--- src/pcm_pkg.sv ---
// Shared constants and types for the pressure correction manager
package pcm_pkg;
	// Avalon-MM word offsets (byte addresses)
	localparam logic [7:0] ADR_CMD = 8'h00;
	localparam logic [7:0] ADR_ARG = 8'h04;
	localparam logic [7:0] ADR_ENTRY = 8'h08;
	localparam logic [7:0] ADR_STATUS = 8'h0C;
	localparam logic [7:0] ADR_CALDATE = 8'h10;
	localparam logic [7:0] ADR_RSEL = 8'h14;
	localparam logic [7:0] ADR_RDATA = 8'h18;
	localparam logic [7:0] ADR_SETUP = 8'h1C;
	localparam logic [7:0] ADR_FACTORY = 8'h20;
	// Argument fields
	localparam int ARG_XDCR_LSB = 0;
	localparam int ARG_ON_BIT = 8;
	// Status fields
	localparam int ST_LIN = 0;
	localparam int ST_MP = 1;
	localparam int ST_DATE_OK = 2;
	localparam int ST_WP = 3;
	localparam int ST_REFUSED = 4;
	localparam int ST_ENTRY = 5;
	localparam int ST_KIND_MP = 6;
	localparam int ST_BADORDER = 7;
	localparam int ST_COUNT_LSB = 8;
	localparam int ST_XDCRS_LSB = 12;
	localparam int ST_GAIN = 14;
	localparam int ST_FACT_ONLY = 15;
	// Report select fields
	localparam int RS_LEVEL_LSB = 0;
	localparam int RS_XDCR_LSB = 4;
	localparam int RS_MP_BIT = 8;
	// Setup register fields
	localparam int SU_ITIME_LSB = 0;
	localparam int SU_SMOOTH = 8;
	localparam int SU_SERTRK = 9;
	localparam int SU_LAYOUT_LSB = 12;
	// Table geometry
	localparam int XDCR_N = 3;
	localparam int LEVEL_N = 8;
	localparam int LIN_LEVEL_N = 2;
	localparam logic [3:0] LEVEL_MAX = 4'h8;
	localparam logic [3:0] LIN_LEVEL_MAX = 4'h2;
	// Reset and forced values
	localparam logic [7:0] ITIME_FAST = 8'h20;
	localparam logic [7:0] ITIME_RST = 8'h10;
	localparam logic [3:0] LAYOUT_RST = 4'h0;
	localparam logic [3:0] LAYOUT_MINMAX = 4'hF;
	// Factory coefficient word, arbitrary value
	localparam logic [31:0] FACTORY_COEF = 32'h0000_1000;
	// Command words and decoded command kinds
	typedef enum logic [2:0] {PCM_NONE, PCM_CORR, PCM_LIN_EN, PCM_MPC, PCM_LCI, PCM_MP_ENTRY,
		PCM_DATE_SET, PCM_ANA_ENTRY} pcm_cmd_e;
	localparam logic [31:0] W_CORR = 32'h434F_5252;
	localparam logic [31:0] W_LIN_EN = 32'h0000_4C43;
	localparam logic [31:0] W_MPC = 32'h004D_5043;
	localparam logic [31:0] W_LCI = 32'h004C_4349;
	localparam logic [31:0] W_MP_ENTRY = 32'h4D50_4349;
	localparam logic [31:0] W_DATE_SET = 32'h4341_4C44;
	localparam logic [31:0] W_ANA_ENTRY = 32'h444C_4349;
endpackage : pcm_pkg

--- src/pcm_cmd_decode.sv ---
// Case-folding decoder for packed ASCII command words
module pcm_cmd_decode
(
	// Packed command word
	input wire logic [31:0] i_word,
	// Decoded command
	output pcm_pkg::pcm_cmd_e o_cmd
);
	import pcm_pkg::*;

	function automatic logic [7:0] fold(input logic [7:0] c);
		fold = (c >= 8'h61 && c <= 8'h7A) ? (c - 8'h20) : c;
	endfunction : fold

	logic [31:0] upper;

	genvar g;
	generate
		for (g = 0; g < 4; g++)
		begin : g_fold
			assign upper[g*8 +: 8] = fold(i_word[g*8 +: 8]);
		end
	endgenerate

	assign o_cmd = (upper == W_CORR) ? PCM_CORR :
		(upper == W_LIN_EN) ? PCM_LIN_EN :
		(upper == W_MPC) ? PCM_MPC :
		(upper == W_LCI) ? PCM_LCI :
		(upper == W_MP_ENTRY) ? PCM_MP_ENTRY :
		(upper == W_DATE_SET) ? PCM_DATE_SET :
		(upper == W_ANA_ENTRY) ? PCM_ANA_ENTRY : PCM_NONE;
endmodule : pcm_cmd_decode

--- src/pcm_manager.sv ---
// Pressure correction manager: command interpreter with Avalon-MM slave
module pcm_manager
(
	// Clock and reset
	input wire logic i_clk,
	input wire logic i_rst_n,
	// Avalon-MM slave
	input wire logic [7:0] i_address,
	input wire logic i_read,
	input wire logic i_write,
	input wire logic [31:0] i_writedata,
	output logic [31:0] o_readdata,
	output logic o_waitrequest,
	// Pins
	input wire logic i_write_protect_switch,
	input wire logic i_key_fast,
	input wire logic i_key_track,
	input wire logic i_key_backlight,
	input wire logic [1:0] i_transducers_fitted,
	// Measurement and display settings
	output logic [7:0] o_integration_time,
	output logic o_smoothing_stage,
	output logic o_serial_track,
	output logic o_display_track,
	output logic [3:0] o_display_layout,
	output logic o_backlight,
	// Correction selection for the measurement path
	output logic o_linear_adjust_enable,
	output logic o_multipoint_adjust_enable,
	output logic o_factory_only
);
	import pcm_pkg::*;

	// Pin synchronisers
	localparam int PIN_N = 4;
	logic [PIN_N-1:0] pin_in;
	logic [PIN_N-1:0] s1_r;
	logic [PIN_N-1:0] s2_r;
	logic [PIN_N-1:0] s3_r;
	logic [PIN_N-1:0] pin_r;
	logic [PIN_N-1:0] pin_prev_r;
	logic [PIN_N-1:0] pin_rise;

	assign pin_in = {i_key_backlight, i_key_track, i_key_fast, i_write_protect_switch};

	genvar g;
	generate
		for (g = 0; g < PIN_N; g++)
		begin : g_sync
			always_ff @(posedge i_clk or negedge i_rst_n)
			begin
				if (!i_rst_n)
				begin
					s1_r[g] <= 1'b0;
					s2_r[g] <= 1'b0;
					s3_r[g] <= 1'b0;
					pin_r[g] <= 1'b0;
					pin_prev_r[g] <= 1'b0;
				end
				else
				begin
					s1_r[g] <= pin_in[g];
					s2_r[g] <= s1_r[g];
					s3_r[g] <= s2_r[g];
					if (s2_r[g] == s3_r[g])
						pin_r[g] <= s3_r[g];
					pin_prev_r[g] <= pin_r[g];
				end
			end
			assign pin_rise[g] = pin_r[g] & ~pin_prev_r[g];
		end
	endgenerate

	logic wp_on;
	logic key_fast;
	logic key_track;
	logic key_light;

	assign wp_on = pin_r[0];
	assign key_fast = pin_rise[1];
	assign key_track = pin_rise[2];
	assign key_light = pin_rise[3];

	// Fitted transducer count, caught after reset release
	logic [1:0] fitted_r;
	logic fitted_done_r;

	always_ff @(posedge i_clk or negedge i_rst_n)
	begin
		if (!i_rst_n)
		begin
			fitted_r <= 2'h1;
			fitted_done_r <= 1'b0;
		end
		else if (!fitted_done_r)
		begin
			fitted_r <= (i_transducers_fitted == 2'h0) ? 2'h1 : i_transducers_fitted;
			fitted_done_r <= 1'b1;
		end
	end

	// Bus handshake: one wait cycle then the answer
	logic req;
	logic take;
	logic do_wr;
	logic do_rd;
	logic wait_r;
	logic [31:0] rdata_r;

	assign req = i_read | i_write;
	assign take = req & wait_r;
	assign do_wr = i_write & ~wait_r;
	assign do_rd = i_read & wait_r;

	function automatic logic hit(input logic [7:0] a, input logic [7:0] off);
		hit = (a == off);
	endfunction : hit

	// Command decode
	pcm_cmd_e cmd;
	logic cmd_wr;
	logic arg_on;
	logic [1:0] arg_x;
	logic [31:0] arg_r;

	pcm_cmd_decode u_dec
	(
		.i_word(i_writedata),
		.o_cmd(cmd)
	);

	assign cmd_wr = do_wr & hit(i_address, ADR_CMD);
	assign arg_on = arg_r[ARG_ON_BIT];
	assign arg_x = arg_r[ARG_XDCR_LSB +: 2];

	// Correction state
	logic lin_en_r;
	logic mp_en_r;
	logic date_ok_r;
	logic [31:0] date_r;
	logic refused_r;
	logic bad_order_r;
	logic entry_r;
	logic entry_mp_r;
	logic [1:0] entry_x_r;
	logic [3:0] cnt_r [2][XDCR_N];
	logic [15:0] last_rd_r;
	logic [31:0] rsel_r;

	logic x_ok;
	logic guard_ok;
	logic is_enable_cmd;
	logic is_entry_cmd;
	logic cmd_refused;
	logic cmd_accept;
	logic entry_wr;
	logic [3:0] entry_cnt;
	logic [3:0] entry_lim;
	logic entry_full;
	logic entry_store;
	logic entry_desc;

	assign x_ok = (arg_x != 2'h0) && (arg_x <= fitted_r);
	assign is_enable_cmd = (cmd == PCM_LIN_EN) || (cmd == PCM_MPC);
	assign is_entry_cmd = (cmd == PCM_LCI) || (cmd == PCM_MP_ENTRY) || (cmd == PCM_ANA_ENTRY);
	assign guard_ok = wp_on;
	assign cmd_refused = cmd_wr && (((is_enable_cmd || is_entry_cmd) && !guard_ok) ||
		(is_entry_cmd && !x_ok) || (cmd == PCM_NONE));
	assign cmd_accept = cmd_wr && !cmd_refused;

	assign entry_wr = do_wr & hit(i_address, ADR_ENTRY) & entry_r;
	assign entry_cnt = cnt_r[entry_mp_r][entry_x_r - 2'h1];
	assign entry_lim = entry_mp_r ? LEVEL_MAX : LIN_LEVEL_MAX;
	assign entry_full = entry_cnt >= entry_lim;
	assign entry_desc = (entry_cnt != 4'h0) && (i_writedata[15:0] <= last_rd_r);
	assign entry_store = entry_wr && guard_ok && !entry_full && !entry_desc;

	// Table storage
	logic [31:0] tbl_rdata;
	logic rs_mp;
	logic [1:0] rs_x;
	logic [2:0] rs_l;

	assign rs_mp = rsel_r[RS_MP_BIT];
	assign rs_x = rsel_r[RS_XDCR_LSB +: 2];
	assign rs_l = rsel_r[RS_LEVEL_LSB +: 3];

	pcm_table u_tbl
	(
		.i_clk(i_clk),
		.i_we(entry_store),
		.i_wmp(entry_mp_r),
		.i_wx(entry_x_r),
		.i_wl(entry_cnt[2:0]),
		.i_wdata(i_writedata),
		.i_rmp(rs_mp),
		.i_rx(rs_x),
		.i_rl(rs_l),
		.o_rdata(tbl_rdata)
	);

	always_ff @(posedge i_clk or negedge i_rst_n)
	begin
		if (!i_rst_n)
		begin
			lin_en_r <= 1'b0;
			mp_en_r <= 1'b0;
			date_ok_r <= 1'b0;
			refused_r <= 1'b0;
			entry_r <= 1'b0;
			entry_mp_r <= 1'b0;
			entry_x_r <= 2'h1;
			bad_order_r <= 1'b0;
			last_rd_r <= 16'h0000;
			for (int k = 0; k < 2; k++)
				for (int x = 0; x < XDCR_N; x++)
					cnt_r[k][x] <= 4'h0;
		end
		else
		begin
			if (cmd_wr)
			begin
				refused_r <= cmd_refused;
				bad_order_r <= 1'b0;
				entry_r <= 1'b0;
			end
			if (cmd_accept && is_enable_cmd)
			begin
				if (cmd == PCM_LIN_EN)
					lin_en_r <= arg_on;
				else
					mp_en_r <= arg_on;
				date_ok_r <= 1'b0;
			end
			if (cmd_accept && is_entry_cmd)
			begin
				entry_r <= 1'b1;
				entry_mp_r <= (cmd == PCM_MP_ENTRY);
				entry_x_r <= arg_x;
				cnt_r[cmd == PCM_MP_ENTRY][arg_x - 2'h1] <= 4'h0;
				if (cmd == PCM_MP_ENTRY)
					mp_en_r <= 1'b0;
				else
					lin_en_r <= 1'b0;
				date_ok_r <= 1'b0;
			end
			if (cmd_accept && cmd == PCM_DATE_SET)
				date_ok_r <= 1'b1;
			if (entry_wr)
			begin
				refused_r <= !entry_store;
				bad_order_r <= entry_desc;
			end
			if (entry_store)
			begin
				cnt_r[entry_mp_r][entry_x_r - 2'h1] <= entry_cnt + 4'h1;
				last_rd_r <= i_writedata[15:0];
				date_ok_r <= 1'b0;
			end
		end
	end

	// Plain registers: argument, date, report select
	always_ff @(posedge i_clk or negedge i_rst_n)
	begin
		if (!i_rst_n)
		begin
			arg_r <= 32'h0000_0000;
			date_r <= 32'h0000_0000;
			rsel_r <= 32'h0000_0000;
		end
		else
		begin
			if (do_wr && hit(i_address, ADR_ARG))
				arg_r <= i_writedata;
			if (do_wr && hit(i_address, ADR_CALDATE))
				date_r <= i_writedata;
			if (do_wr && hit(i_address, ADR_RSEL))
				rsel_r <= i_writedata;
		end
	end

	// Report view: disabled kinds and levels beyond the stored rows read as zero
	logic rs_en;
	logic rs_valid;
	logic [3:0] rs_cnt;
	logic [31:0] report_word;

	assign rs_en = rs_mp ? mp_en_r : lin_en_r;
	assign rs_cnt = (rs_x == 2'h0 || rs_x > fitted_r) ? 4'h0 : cnt_r[rs_mp][rs_x - 2'h1];
	assign rs_valid = rs_en && ({1'b0, rs_l} < rs_cnt);
	assign report_word = rs_valid ? tbl_rdata : 32'h0000_0000;

	// Keyboard-side settings
	logic [7:0] itime_r;
	logic smooth_r;
	logic ser_trk_r;
	logic disp_trk_r;
	logic [3:0] layout_r;
	logic light_r;
	logic setup_wr;

	assign setup_wr = do_wr & hit(i_address, ADR_SETUP);

	always_ff @(posedge i_clk or negedge i_rst_n)
	begin
		if (!i_rst_n)
		begin
			itime_r <= ITIME_RST;
			smooth_r <= 1'b1;
			ser_trk_r <= 1'b0;
			disp_trk_r <= 1'b0;
			layout_r <= LAYOUT_RST;
			light_r <= 1'b0;
		end
		else
		begin
			if (setup_wr)
			begin
				itime_r <= i_writedata[SU_ITIME_LSB +: 8];
				smooth_r <= i_writedata[SU_SMOOTH];
				ser_trk_r <= i_writedata[SU_SERTRK];
				layout_r <= i_writedata[SU_LAYOUT_LSB +: 4];
			end
			if (key_fast)
			begin
				itime_r <= ITIME_FAST;
				smooth_r <= 1'b0;
			end
			if (key_track)
				disp_trk_r <= ~disp_trk_r;
			if (key_light)
				light_r <= ~light_r;
		end
	end

	// Read mux
	logic [15:0] st_lo;
	logic [31:0] rd_mux;

	assign st_lo = {!lin_en_r && !mp_en_r, (cnt_r[0][entry_x_r - 2'h1] == LIN_LEVEL_MAX),
		fitted_r, entry_cnt, bad_order_r, entry_mp_r, entry_r, refused_r, wp_on,
		date_ok_r, mp_en_r, lin_en_r};
	assign rd_mux = hit(i_address, ADR_STATUS) ? {16'h0000, st_lo} :
		hit(i_address, ADR_ARG) ? arg_r :
		hit(i_address, ADR_CALDATE) ? (date_ok_r ? date_r : 32'h0000_0000) :
		hit(i_address, ADR_RSEL) ? rsel_r :
		hit(i_address, ADR_RDATA) ? report_word :
		hit(i_address, ADR_SETUP) ? {16'h0000, layout_r, 2'h0, ser_trk_r, smooth_r, itime_r} :
		hit(i_address, ADR_FACTORY) ? FACTORY_COEF : 32'h0000_0000;

	always_ff @(posedge i_clk or negedge i_rst_n)
	begin
		if (!i_rst_n)
		begin
			wait_r <= 1'b1;
			rdata_r <= 32'h0000_0000;
		end
		else
		begin
			wait_r <= !take;
			if (do_rd)
				rdata_r <= rd_mux;
		end
	end

	// Output flops
	always_ff @(posedge i_clk or negedge i_rst_n)
	begin
		if (!i_rst_n)
		begin
			o_integration_time <= ITIME_RST;
			o_smoothing_stage <= 1'b1;
			o_serial_track <= 1'b0;
			o_display_track <= 1'b0;
			o_display_layout <= LAYOUT_RST;
			o_backlight <= 1'b0;
			o_linear_adjust_enable <= 1'b0;
			o_multipoint_adjust_enable <= 1'b0;
			o_factory_only <= 1'b1;
		end
		else
		begin
			o_integration_time <= itime_r;
			o_smoothing_stage <= smooth_r;
			o_serial_track <= ser_trk_r;
			o_display_track <= disp_trk_r;
			o_display_layout <= disp_trk_r ? LAYOUT_MINMAX : layout_r;
			o_backlight <= light_r;
			o_linear_adjust_enable <= lin_en_r;
			o_multipoint_adjust_enable <= mp_en_r;
			o_factory_only <= !lin_en_r && !mp_en_r;
		end
	end

	assign o_readdata = rdata_r;
	assign o_waitrequest = wait_r;
endmodule : pcm_manager

--- src/pcm_table.sv ---
// Correction table storage, one row of levels per transducer and kind
module pcm_table
(
	// Clock
	input wire logic i_clk,
	// Write port
	input wire logic i_we,
	input wire logic i_wmp,
	input wire logic [1:0] i_wx,
	input wire logic [2:0] i_wl,
	input wire logic [31:0] i_wdata,
	// Read port
	input wire logic i_rmp,
	input wire logic [1:0] i_rx,
	input wire logic [2:0] i_rl,
	output logic [31:0] o_rdata
);
	import pcm_pkg::*;

	logic [31:0] mem_r [2*(XDCR_N+1)*LEVEL_N];
	logic [5:0] wa;
	logic [5:0] ra;

	assign wa = {i_wmp, i_wx, i_wl};
	assign ra = {i_rmp, i_rx, i_rl};
	assign o_rdata = mem_r[ra];

	always_ff @(posedge i_clk)
	begin
		if (i_we)
			mem_r[wa] <= i_wdata;
	end
endmodule : pcm_table

--- config.mk ---
export PLATFORM = sky130hd
export DESIGN_NAME = pcm_manager
export DESIGN_NICKNAME = d
export VERILOG_FILES = /design/src/pcm_pkg.sv /design/src/pcm_cmd_decode.sv /design/src/pcm_manager.sv /design/src/pcm_table.sv
export SDC_FILE = /design/constraint.sdc
export NUM_CORES = 2
export LEC_CHECK = 0
export BUFFER_PORTS_ARGS = -buffer_cell sky130_fd_sc_hd__buf_2
export CORE_MARGIN = 1
export CORE_UTILIZATION = 30
export CTS_BUF_LIST = sky130_fd_sc_hd__clkbuf_8
export DETAILED_ROUTE_END_ITERATION = 6
export SYNTH_ARGS = -nofsm -noshare
export SYNTH_HDL_FRONTEND = slang
export SYNTH_HIERARCHICAL = 1
export SYNTH_SLANG_ARGS = --single-unit
--- constraint.sdc ---
create_clock -name i_clk -period 9.8 [get_ports i_clk]
set_clock_uncertainty 0.05 [all_clocks]
set_input_delay 0 -clock i_clk [delete_from_list [all_inputs] [get_ports i_clk]]
set_output_delay 0 -clock i_clk [all_outputs]
set_load 0.01 [all_outputs]
==> summary.txt <==
Status
  – Status: complete, no violations

Cells and area
  – Share of cells above drive strength 1: 28.7%
  – Final Core Density: 34.7%
  – Fill count: 27800
  – Area Overhead vs Synth: 15.0%
  – Multi-input gate area: 21500 um2
  – Fin nets: 4906
  – Flip-flop and latch area: 67400 um2

Place
  – RePlAce Congestion: 0.916
  – DP Wirelength: 153000 um
  – Port Buffers: 101
  – Place WS: 3.18 ns

Power and ir drop
  – Reg power frac: 56.4%
  – NetSw: 0.00425 W
  – Max IR drop VDD: 173 uV
  – Leakage power: 32.9 nW
  – Power Total: 0.0189 W
  – Switching share of power: 22.4%
  – Int Power: 0.0147 W
  – Combinational share of power: 4.2%
  – Pwr/cell area: 183 nW/um2
  – Clock share of power: 39.4%

Floorplanning
  – Die area: 301000 um2
  – Die Ht: 549 um
  – Starting Density: 30.2%
  – Die X: 549 um
  – I/O Pins: 102
  – Core area: 297000 um2
  – Num rows: 200

Route
  – Post-route DRC: 0
  – Via density: 5.24
  – DR vias: 47400
  – DRT Pass-1 Iters: 6
  – Final ANT Viol Nets: 0
  – Initial DRC count: 5431
  – Routed len/inst: 28.3 um
  – Post-Route WL: 255000 um

Synth
  – Register bit total from synthesis: 2283
  – Cell Area, Synth: 89800 um2
  – Part of the Yosys area used for sequential elements: 75.1%
  – EDFF count, synth: 2048
  – Post-Syn Instances: 4345
  – Syn Area/Cell: 20.7 um2
  – Post-synth top flop: edfxtp_1
  – Synth Net Count: 4429
  – Asr flop ratio synth: 10.3%
  – Cell variety after synth: 88
  – Syn. warnings: 6

Min path
  – Hold Path Class: input pin to register

Global routing
  – Gr usage total: 16.7%
  – Initial antenna violation count: 24
  – Gr ovfl total: 0
  – First-pass GRT wire length: 359000 um
  – Vias in the first global route: 47100
  – Largest net degree at the start of global routing: 98

Critical path
  – CP arrival: 7.42 ns
  – Startpoint Class: register
  – Critical path class: register to register
  – Worst-path fanout max: 32
  – Nature of the critical path endpoint: register
  – R2r setup slk: 2.98 ns
  – CP required: 10.40 ns

Timing
  – Period minus WS final: 6.82 ns
  – Final period util: 69.6%
  – Final setup viols: 0
  – FMAX: 147 MHz
  – Final setup margin: 2.98 ns
  – RSZ-0062 raised after global routing: false
  – Final Max Slew Viols: 0
  – Setup TNS Final: 0 ns
  – Endpoints failing hold: 0
  – Worst slew pin tran: 1.38 ns
  – Slew HR: 8.08%

CTS
  – Worst-Skew Late Latency: 1.10 ns
  – CTS tree: done
  – Total CTS buffers: 372
  – CTS Sinks: 2283
  – H-tree Lvls: 5
  – Root Driver: clkbuf_8
  – Cts repair resizes: 0
  – Clk slew on worst S/H paths: 0.07 ns
  – Hold_buf cts: 104
  – Post CTS Setup Buffer Count: 0
  – CTS max path bufs: 4

Flow run
  – Max Cap Viol: 0
-- state kept, by name, summed over array words and instances (netlist names), 8 cells and up --
signal / cells
arg_r: 32
cnt_r: 24
date_r: 32
itime_r: 8
last_rd_r: 16
o_integration_time: 8
o_readdata: 32
rsel_r: 32
u_tbl/mem_r: 2048
-- power groups by stage --
stage / registers, W / logic [W] / clock network [W]
floorplan: 0.0109 / 0.000305 / 0
global placement: 0.0109 / 0.000745 / 0
detailed placement: 0.0109 / 0.000758 / 0
CTS: 0.0107 / 0.000794 / 0.00762
global route: 0.0107 / 0.000836 / 0.00803
finish: 0.0107 / 0.000795 / 0.00745
-- metrics by stage --
stage	cell area, um2	hold slack [ns]	std cells
floorplan	89800	-0.346	4345
global placement	95600	-0.00670	8283
detailed placement	95600	-0.00463	8283
CTS	103000	0.0168	9031
global route	103000	0.0469	9033
finish	103000	0.0831	9039
-- Yosys cell counts (34+ instances only) --
master,number,area (um2)
a21oi_1,110,551
clkbuf_1,101,379
o21ai_0,75,375
nand2_1,109,409
dfrtp_1,227,5680
nor2_1,166,623
inv_1,47,176
edfxtp_1,2048,61500
mux4_2,550,12400
mux2i_1,125,1250
ha_1,34,425
buf_2,68,340
mux2_2,119,1340
o22ai_1,89,557
-- final timing paths --
kind / startpoint / end / cells after the start
setup / recovery: entry_x_r[0] / u_tbl/mem_r[44][9] / 13
hold / removal: i_writedata[19] / u_tbl/mem_r[8][19] / 2
setup reg to reg: entry_x_r[0] / u_tbl/mem_r[44][9] / 13
hold reg to reg: s1_r[0] / s2_r[0] / 0
max in group asynchronous: i_rst_n / rsel_r[2] / 6
min in group asynchronous: i_rst_n / o_readdata[17] / 5
-- metal layers --
layer  global-route usage [%]  share of wire (%)  vias to the layer above
li1                         -                  -                    19100
met5                        0              0.027                        -
met2                     24.8                 45                     2327
met1                     23.5                 42                    25600
met4                     6.49                3.7                       12
met3                     4.25                9.5                      438
-- logic make-up after synthesis --
kind of cell,share of synthesized area [%]
compound gates,3.31
xor+xnor,0.0390
fa+ha+maj,0.530
other cells,0.00418
buf+inv,1.46
simple gates,2.72
flops,75.1
mux,16.9
-- layout by cell type (no fill, tap or decap), types with 25 or more instances in the layout --
cell type,instances
o21ai_0,75
mux2i_1,125
clkinv_1,75
nor2_1,103
mux4_2,550
nor2_4,62
o221ai_1,28
mux2_2,119
inv_1,176
buf_4,127
clkinv_2,37
dfrtp_1,223
nand2_1,108
a21oi_1,110
a221o_1,25
dlygate4sd3_1,103
ha_1,34
buf_2,99
nand2b_1,28
edfxtp_1,2048
clkbuf_8,391
o22ai_1,89
-- worst max-delay path: stages, from the launching register on --
cell      delay, ns
dfstp_2        0.80
inv_1          0.11
ha_1           0.50
mux2_1         0.36
a221oi_1       0.43
nor2_1         0.15
ha_1           0.33
nand2_1        0.10
a21oi_1        0.07
a211oi_1       0.26
nor4bb_1       0.87
nor2b_1        0.37
nand2_1        0.77
nor2_4         1.21
-- final cells by class --
cell class / instances / share of cell area [%]
Tap cell: 3939 / 4.77
Timing Repair Buffer: 337 / 2.56
Clock inverter: 253 / 1.12
Clock buffer: 391 / 5.21
Inverter: 47 / 0.171
Antenna cell: 8 / 0.0194
Multi-Input combinational cell: 1781 / 20.9
Sequential cell: 2283 / 65.3
No activity file was read; power rests on OpenSTA's default activity.
